$ cat src/logic/tick_timer_pkg.sv
/*
 Package for the time base tick timer: register map, field layout,
 reset values and divider chain widths.
 Assumes a 20 MHz system clock and an 8-bit-register view mapped onto
 32-bit Avalon-MM words.
*/
package tick_timer_pkg;
    // Printed offset 0x0039 is not a multiple of four: it is an index
    localparam logic [7:0] TICK_CONTROL_INDEX = 8'h39;
    localparam logic [7:0] IRQ_STATUS_INDEX = 8'h3a;
    localparam logic [7:0] IRQ_MASK_INDEX = 8'h3b;
    localparam logic [7:0] MODE_CONTROL_INDEX = 8'h3c;
    localparam int ADDR_WIDTH = 10;
    localparam int ENABLE_BIT = 3;
    localparam int RATE_LSB = 0;
    localparam int RATE_WIDTH = 3;
    localparam logic [3:0] CONTROL_RESET = 4'h0;
    // Mode control bits
    localparam int MODE_SLOW_BIT = 0;
    localparam int MODE_PRESCALE_BIT = 1;
    localparam int MODE_STOP_BIT = 2;
    localparam logic [2:0] MODE_RESET = 3'h0;
    localparam int DIV_WIDTH = 22;
    // Low-frequency clock emulated as gear clock / LOW_CLOCK_DIV
    localparam int LOW_CLOCK_DIV = 610;
    localparam int LOW_DIV_WIDTH = 16;
    localparam int LOW_CHAIN_WIDTH = 15;
    localparam int CLOCK_MHZ = 20;
    localparam int CLOCK_PERIOD_NS = 1000 / CLOCK_MHZ;
endpackage

$ cat src/logic/edge_pulse.sv
/*
 Falling edge detector on a divider tap, one clock pulse per edge.
 Assumes the tap is already synchronous to clock.
*/
`timescale 1ns/1ps
module edge_pulse
(
    input wire logic clock,
    input wire logic reset_n,
    input wire logic level,
    output logic fall
);
    logic last;
    logic next_last;

    always_comb
    begin
        next_last = level;
    end

    always_ff @(posedge clock)
    begin
        if (!reset_n)
        begin
            last <= 1'b0;
        end
        else
        begin
            last <= next_last;
        end
    end

    assign fall = last & ~level;
endmodule // edge_pulse

$ cat src/logic/tick_timer.sv
/*
 Time base tick timer with free-running divider chains, tap select,
 interrupt enable and an Avalon-MM register slave with waitrequest.
 Assumes the interrupt controller takes a one-cycle request pulse and
 that software keeps reserved rate codes out of the control register.
*/
`timescale 1ns/1ps
//
// Function
// - Enabled, every falling edge of selected tap issues one tick request.
// - Disabled, no tick requests are issued at any rate.
// - STOP entry clears enable and keeps rate select.
// - Divider chains run continuously regardless of enable.
// - First request at next tap falling edge, interval may be short.
// - Control register bits 7 to 4 read as zero.
// - Prescaled low clock in fast modes gives requests at exact low chain periods, without jitter.
// - Mode switches may give off-period requests as the tap moves between chains.
// - Fast mode taps are gear clock over 2^22,20,15,13,12,11,10,8.
// - Control at 0x39: enable bit 3, rate bits 2..0, reset 0.
module tick_timer
    import tick_timer_pkg::*;
(
    input wire logic clock,
    input wire logic reset_n,
    input wire logic [ADDR_WIDTH-1:0] address,
    input wire logic read,
    input wire logic write,
    input wire logic [31:0] writedata,
    input wire logic [3:0] byteenable,
    output logic [31:0] readdata,
    output logic waitrequest,
    output logic tick_interrupt_request,
    output logic irq
);
    typedef enum logic [1:0] {
        BUS_IDLE = 2'b01,
        BUS_DONE = 2'b10
    } bus_state_e;

    bus_state_e bus_state;
    bus_state_e next_bus_state;
    logic tick_irq_enable;
    logic next_tick_irq_enable;
    logic [RATE_WIDTH-1:0] tick_rate_select;
    logic [RATE_WIDTH-1:0] next_tick_rate_select;
    logic [2:0] system_control_one;
    logic [2:0] next_system_control_one;
    logic irq_status;
    logic next_irq_status;
    logic irq_mask;
    logic next_irq_mask;
    logic [31:0] next_readdata;
    logic next_waitrequest;
    logic next_tick_request;
    logic next_irq;
    logic [DIV_WIDTH-1:0] gear_chain;
    logic [DIV_WIDTH-1:0] next_gear_chain;
    logic [LOW_DIV_WIDTH-1:0] low_div;
    logic [LOW_DIV_WIDTH-1:0] next_low_div;
    logic [LOW_CHAIN_WIDTH-1:0] low_chain;
    logic [LOW_CHAIN_WIDTH-1:0] next_low_chain;
    logic tap;
    logic tap_fall;
    logic slow_mode;
    logic prescale;
    logic access;
    logic [7:0] word_index;
    logic write_control;
    logic stop_entry;

    assign slow_mode = system_control_one[MODE_SLOW_BIT];
    assign prescale = system_control_one[MODE_PRESCALE_BIT];
    assign access = (read | write) & (bus_state == BUS_IDLE);
    assign word_index = address[9:2];
    assign write_control = access & write & byteenable[0] & (word_index == TICK_CONTROL_INDEX);
    assign stop_entry = access & write & byteenable[0] & (word_index == MODE_CONTROL_INDEX)
        & writedata[MODE_STOP_BIT];

    // Chains never stop, so the first enabled interval is short
    always_comb
    begin
        next_gear_chain = gear_chain + 1'b1;
        next_low_div = low_div + 1'b1;
        next_low_chain = low_chain;
        if (low_div == LOW_DIV_WIDTH'(LOW_CLOCK_DIV - 1))
        begin
            next_low_div = '0;
            next_low_chain = low_chain + 1'b1;
        end
    end

    always_ff @(posedge clock)
    begin
        if (!reset_n)
        begin
            gear_chain <= '0;
            low_div <= '0;
            low_chain <= '0;
        end
        else
        begin
            gear_chain <= next_gear_chain;
            low_div <= next_low_div;
            low_chain <= next_low_chain;
        end
    end

    // Low clock is derived in this domain, so mode switches only move the tap
    always_comb
    begin
        tap = 1'b0;
        if (slow_mode || prescale)
        begin
            case (tick_rate_select)
                3'h0: tap = low_chain[14];
                3'h1: tap = low_chain[12];
                3'h2: tap = low_chain[7];
                3'h3: tap = low_chain[5];
                3'h4: tap = low_chain[4];
                3'h5: tap = low_chain[3];
                3'h6: tap = low_chain[2];
                default: tap = 1'b0; // Reserved code gives no edges
            endcase
        end
        else
        begin
            case (tick_rate_select)
                3'h0: tap = gear_chain[21];
                3'h1: tap = gear_chain[19];
                3'h2: tap = gear_chain[14];
                3'h3: tap = gear_chain[12];
                3'h4: tap = gear_chain[11];
                3'h5: tap = gear_chain[10];
                3'h6: tap = gear_chain[9];
                default: tap = gear_chain[7];
            endcase
        end
    end

    edge_pulse tap_edge
    (
        .clock(clock),
        .reset_n(reset_n),
        .level(tap),
        .fall(tap_fall)
    );

    always_comb
    begin
        next_tick_irq_enable = tick_irq_enable;
        next_tick_rate_select = tick_rate_select;
        next_system_control_one = system_control_one;
        next_irq_mask = irq_mask;
        next_irq_status = irq_status;
        next_readdata = readdata;
        next_waitrequest = 1'b1;
        next_bus_state = BUS_IDLE;
        // Rate change while enabled is allowed but may misplace a tick
        if (write_control)
        begin
            next_tick_irq_enable = writedata[ENABLE_BIT];
            next_tick_rate_select = writedata[RATE_LSB +: RATE_WIDTH];
        end
        if (access & write & byteenable[0] & (word_index == MODE_CONTROL_INDEX))
        begin
            next_system_control_one = {1'b0, writedata[MODE_PRESCALE_BIT],
                writedata[MODE_SLOW_BIT]};
        end
        if (access & write & byteenable[0] & (word_index == IRQ_MASK_INDEX))
        begin
            next_irq_mask = writedata[0];
        end
        if (stop_entry)
        begin
            next_tick_irq_enable = 1'b0;
        end
        if (access & read)
        begin
            case (word_index)
                TICK_CONTROL_INDEX: next_readdata = {28'h0000000, tick_irq_enable,
                    tick_rate_select};
                IRQ_STATUS_INDEX: next_readdata = {31'h00000000, irq_status};
                IRQ_MASK_INDEX: next_readdata = {31'h00000000, irq_mask};
                MODE_CONTROL_INDEX: next_readdata = {30'h00000000, system_control_one[1:0]};
                default: next_readdata = 32'h00000000;
            endcase
            if (word_index == IRQ_STATUS_INDEX)
            begin
                next_irq_status = 1'b0;
            end
        end
        // Set wins over read clear
        if (next_tick_request)
        begin
            next_irq_status = 1'b1;
        end
        case (bus_state)
            BUS_IDLE:
            begin
                if (read | write)
                begin
                    next_waitrequest = 1'b0;
                    next_bus_state = BUS_DONE;
                end
            end
            BUS_DONE:
            begin
                next_bus_state = BUS_IDLE;
            end
            default:
            begin
                next_bus_state = BUS_IDLE;
            end
        endcase
        next_irq = next_irq_status & next_irq_mask;
    end

    // Request follows the tap edge only while enabled
    assign next_tick_request = tap_fall & tick_irq_enable;

    always_ff @(posedge clock)
    begin
        if (!reset_n)
        begin
            bus_state <= BUS_IDLE;
            tick_irq_enable <= CONTROL_RESET[ENABLE_BIT];
            tick_rate_select <= CONTROL_RESET[RATE_WIDTH-1:0];
            system_control_one <= MODE_RESET;
            irq_status <= 1'b0;
            irq_mask <= 1'b0;
            readdata <= 32'h00000000;
            waitrequest <= 1'b1;
            tick_interrupt_request <= 1'b0;
            irq <= 1'b0;
        end
        else
        begin
            bus_state <= next_bus_state;
            tick_irq_enable <= next_tick_irq_enable;
            tick_rate_select <= next_tick_rate_select;
            system_control_one <= next_system_control_one;
            irq_status <= next_irq_status;
            irq_mask <= next_irq_mask;
            readdata <= next_readdata;
            waitrequest <= next_waitrequest;
            tick_interrupt_request <= next_tick_request;
            irq <= next_irq;
        end
    end
endmodule // tick_timer

$ cat config.mk
export PLATFORM = sky130hd
export DESIGN_NAME = tick_timer
export DESIGN_NICKNAME = d
export VERILOG_FILES = /design/src/logic/tick_timer_pkg.sv /design/src/logic/edge_pulse.sv /design/src/logic/tick_timer.sv
export SDC_FILE = /design/constraint.sdc
export NUM_CORES = 1
export LEC_CHECK = 0
export BUFFER_PORTS_ARGS = -buffer_cell sky130_fd_sc_hd__buf_2
export CELL_PAD_IN_SITES_DETAIL_PLACEMENT = 0
export CELL_PAD_IN_SITES_GLOBAL_PLACEMENT = 2
export CORE_MARGIN = 2
export CORE_UTILIZATION = 32
export CTS_CLUSTER_SIZE = 12
export DETAILED_ROUTE_END_ITERATION = 12
export PLACE_DENSITY = 0.82
export SYNTH_ARGS = -nofsm -noshare
export SYNTH_HDL_FRONTEND = slang
export SYNTH_SLANG_ARGS = --single-unit
$ cat constraint.sdc
create_clock -name clock -period 3.9 [get_ports clock]
set_clock_uncertainty 0.1 [all_clocks]
set_input_delay 0.78 -clock clock [delete_from_list [all_inputs] [get_ports clock]]
set_output_delay 0.78 -clock clock [all_outputs]
set_load 0.1 [all_outputs]
==> run summary <==
Area of the die = 11,800 um2
First DRT Iteration DRCs = 70
Clock tree from TritonCTS = yes
Proportion of layout cells with a drive suffix above 1 = 0.113
Placed cell area = 3630 um2
Average wire per standard cell = 11.0 um
Half-perimeter wire length after detailed placement = 4240 um
GRT Total Usage = 0.112
Netlist area before placement = 3510 um2
Number of sinks on the clock net = 70
Summed negative setup slack over all endpoints = 0 ps
Post-synth top area share = 0.399
Worst Path Class, Setup = reg -> reg
Die Y-Extent = 109 um
Num ports = 85
Peak clock frequency supported by timing = 450 MHz
Effective utilization at floorplan = 0.326
Setup ws final = 1680 ps
Buffer and inverter count on the worst path = 0
Cell breakdown of the critical path = ha_1 -> nor3b_2 -> and4_1 -> nand3_1 -> o311ai_0 -> o41ai_1
PostCTS Resize Cnt = 0
Async set-or-reset flop fraction in the synthesized netlist = 0
Endpoint required time on the critical path = 4000 ps
Count of distinct cell types in the synthesized netlist = 52
Max H-tree Level = 3
Startpoint Class = flip-flop
Final WL = 6090 um
Number of synthesis warnings = 0
Cells taking the most area after synthesis = sky130_fd_sc_hd__dfxtp_1 (40%), sky130_fd_sc_hd__buf_4 (6.0%), sky130_fd_sc_hd__xnor2_1 (6.0%), sky130_fd_sc_hd__and2_1 (4.5%), sky130_fd_sc_hd__xor2_1 (3.7%)
Mux contribution to synthesized area = 0.0321
Via-to-Cell Ratio = 4.56
Static leakage = 1.44 nW
Antenna diodes = 0
Number of pins with negative max-slew slack in the final report = 0
Primary FF master, synth = sky130_fd_sc_hd__dfxtp_1
Hold buffer count at cts = 0
Number of setup violations in the final report = 0
Count of TritonRoute iterations in the first routing pass = 6
Dominant cell type by area after synthesis = sky130_fd_sc_hd__dfxtp_1
Run status = complete, no violations
CP top delay family = simple AND/OR/NAND/NOR gates
Setup repair after global routing missed its margin = no
Core area = 10,800 um2
Maximum fanout encountered on the critical timing path = 8
Clock insertion delay at the later pin of the skew report = 330 ps
Post-route standard cell area excluding fillers = 3830 um2
Worst hold path class = reg -> reg
Register bit total from synthesis = 70
Period minus WS final = 2220 ps
Clock buffer count from CTS = 9
Total power consumption of the routed design = 1.49 mW
Largest net degree at the start of global routing = 32
DRC Markers = 0
Arithmetic-cell share of the synthesized area counting full adders, half adders and majority gates = 0.0142
Worst supply voltage drop on vdd = 0.000156 V
GP Congestion = 0.715
Top library cells by usage in the layout, fill and taps aside = sky130_fd_sc_hd__dfxtp_1 (70), sky130_fd_sc_hd__conb_1 (28), sky130_fd_sc_hd__nand2_1 (27)
Area share of xor/xnor cells in the synthesized design = 0.0972
Leading cell type in the layout, fill and taps excluded = sky130_fd_sc_hd__dfxtp_1
Syn avg cell area = 8.96 um2
CTS root buffer = sky130_fd_sc_hd__clkbuf_8
Pwr per Cell Area = 390 nW/um2
Max_slew headroom = 0.564
Clock slew at reported path FFs = 70 ps
Overall die width = 109 um
Number of placement rows = 38
Worst Hold Slack = 366 ps
Antenna violations before repair = 0
First-pass GRT wire length = 10,700 um
Count of flip-flops with a built-in enable after synthesis = 0
Hold Vio Cnt, Final = 0
Slowest cell delay on critical path = 450 ps
Share of synthesized area occupied by flip-flops and latches = 0.399
Antenna-violating nets left = 0
Vias in the first global route = 2,409
Slowest-stage cell, CP = sky130_fd_sc_hd__and4_1
Post-route fraction of the period consumed by the critical path = 0.570
Cells after Synth = 392
Remaining global-route overflow = 0
Routed vias = 2,537
Maxcap violations = 0
Fraction of the mapped netlist area in compound gates = 0.0751
Area Growth Syn to Fin = 8.90%
Category of the worst setup path capture point = flip-flop
Combinational family with the most area after synthesis = simple AND/OR/NAND/NOR gates
Endpoint arrival time on the critical path = 2320 ps
Post-CTS setup buffers = 0
Simple-gate portion of the synthesized area = 0.288
Number of port buffers = 23
Final #Nets = 465
Slew of the pin with the lowest slew margin = 649 ps
Maximum number of buffers from clock root to sink = 2
Pre-CTS setup slack = 1530 ps
worst paths after layout:
check | from | endpoint | slack, ps | depth (start not counted)
max | low_div[0]$_SDFF_PP0_ | low_chain[14]$_SDFFE_PN0P_ | 1680 | 6
min | readdata[0]$_SDFFE_PN0P_ | readdata[0]$_SDFFE_PN0P_ | 370 | 2
max reg2reg | low_div[0]$_SDFF_PP0_ | low_chain[14]$_SDFFE_PN0P_ | 1680 | 6
min reg2reg | readdata[0]$_SDFFE_PN0P_ | readdata[0]$_SDFFE_PN0P_ | 370 | 2
logic make-up after synthesis:
family,Yosys count
xor gates and xnor gates,39
adders and majority gates,4
AOI/OAI and AO/OA,38
muxes,10
other,1
DFF,70
buffers and inverters,54
and+or+nand+nor,176
worst min-delay path, delay by kind of cell, from the launching register on:
kind	cells	cell delay, ps
DFF	1	310
AOI/OAI and AO/OA	1	60
and+or+nand+nor	1	50
synth_stat cells, types with 9 or more instances:
library cell and number:
sky130_fd_sc_hd__inv_1 11, sky130_fd_sc_hd__nor2b_1 14, sky130_fd_sc_hd__nand2_1 27, sky130_fd_sc_hd__nand4_1 13, sky130_fd_sc_hd__buf_4 28, sky130_fd_sc_hd__xor2_1 15, sky130_fd_sc_hd__and2_1 25, sky130_fd_sc_hd__mux2i_1 9
sky130_fd_sc_hd__nand3_1 26, sky130_fd_sc_hd__nor2_1 25, sky130_fd_sc_hd__xnor2_1 24, sky130_fd_sc_hd__dfxtp_1 70
sequential cells by signal, indices dropped and copies added (netlist names):
name / count
gear_chain: 22
low_div: 16
low_chain: 15
readdata: 4
tick_rate_select: 3
bus_state: 2
system_control_one: 2
irq: 1
irq_mask: 1
irq_status: 1
tap_edge.last: 1
tick_interrupt_request: 1
tick_irq_enable: 1
per-stage QoR:
step                 util  std cells
floorplan               -        419
global placement    0.336        540
detailed placement  0.336        540
CTS                 0.355        556
global route        0.355        556
finish              0.355        556
power breakdown:
part / total [mW] / switching, mW / internal [mW] / leakage, nW
clock: 0.588 / 0.261 / 0.328 / 0.106
combinational: 0.174 / 0.153 / 0.0210 / 0.768
sequential: 0.729 / 0.00737 / 0.722 / 0.565
total: 1.49 / 0.422 / 1.07 / 1.44
final cells by class:
class	instances	area (um2)
Clock buffer	12	155
Clock inverter	4	45.0
Fill cell	1092	6970
Inverter	11	41.3
Multi-Input combinational cell	295	1890
Sequential cell	70	1400
Tap cell	140	175
Timing Repair Buffer	24	123
metal layers:
layer  global-route usage  share of wire  up-vias  wire length (um)
li1                     -              -     1333                 -
met1                0.139           0.49     1168              3000
met2                0.187           0.46       32              2820
met3               0.0341          0.040        4               241
met4               0.0330         0.0057        0                35
met5                    0              0        -                 0
Note: power is estimated with default switching activity, not from simulation.
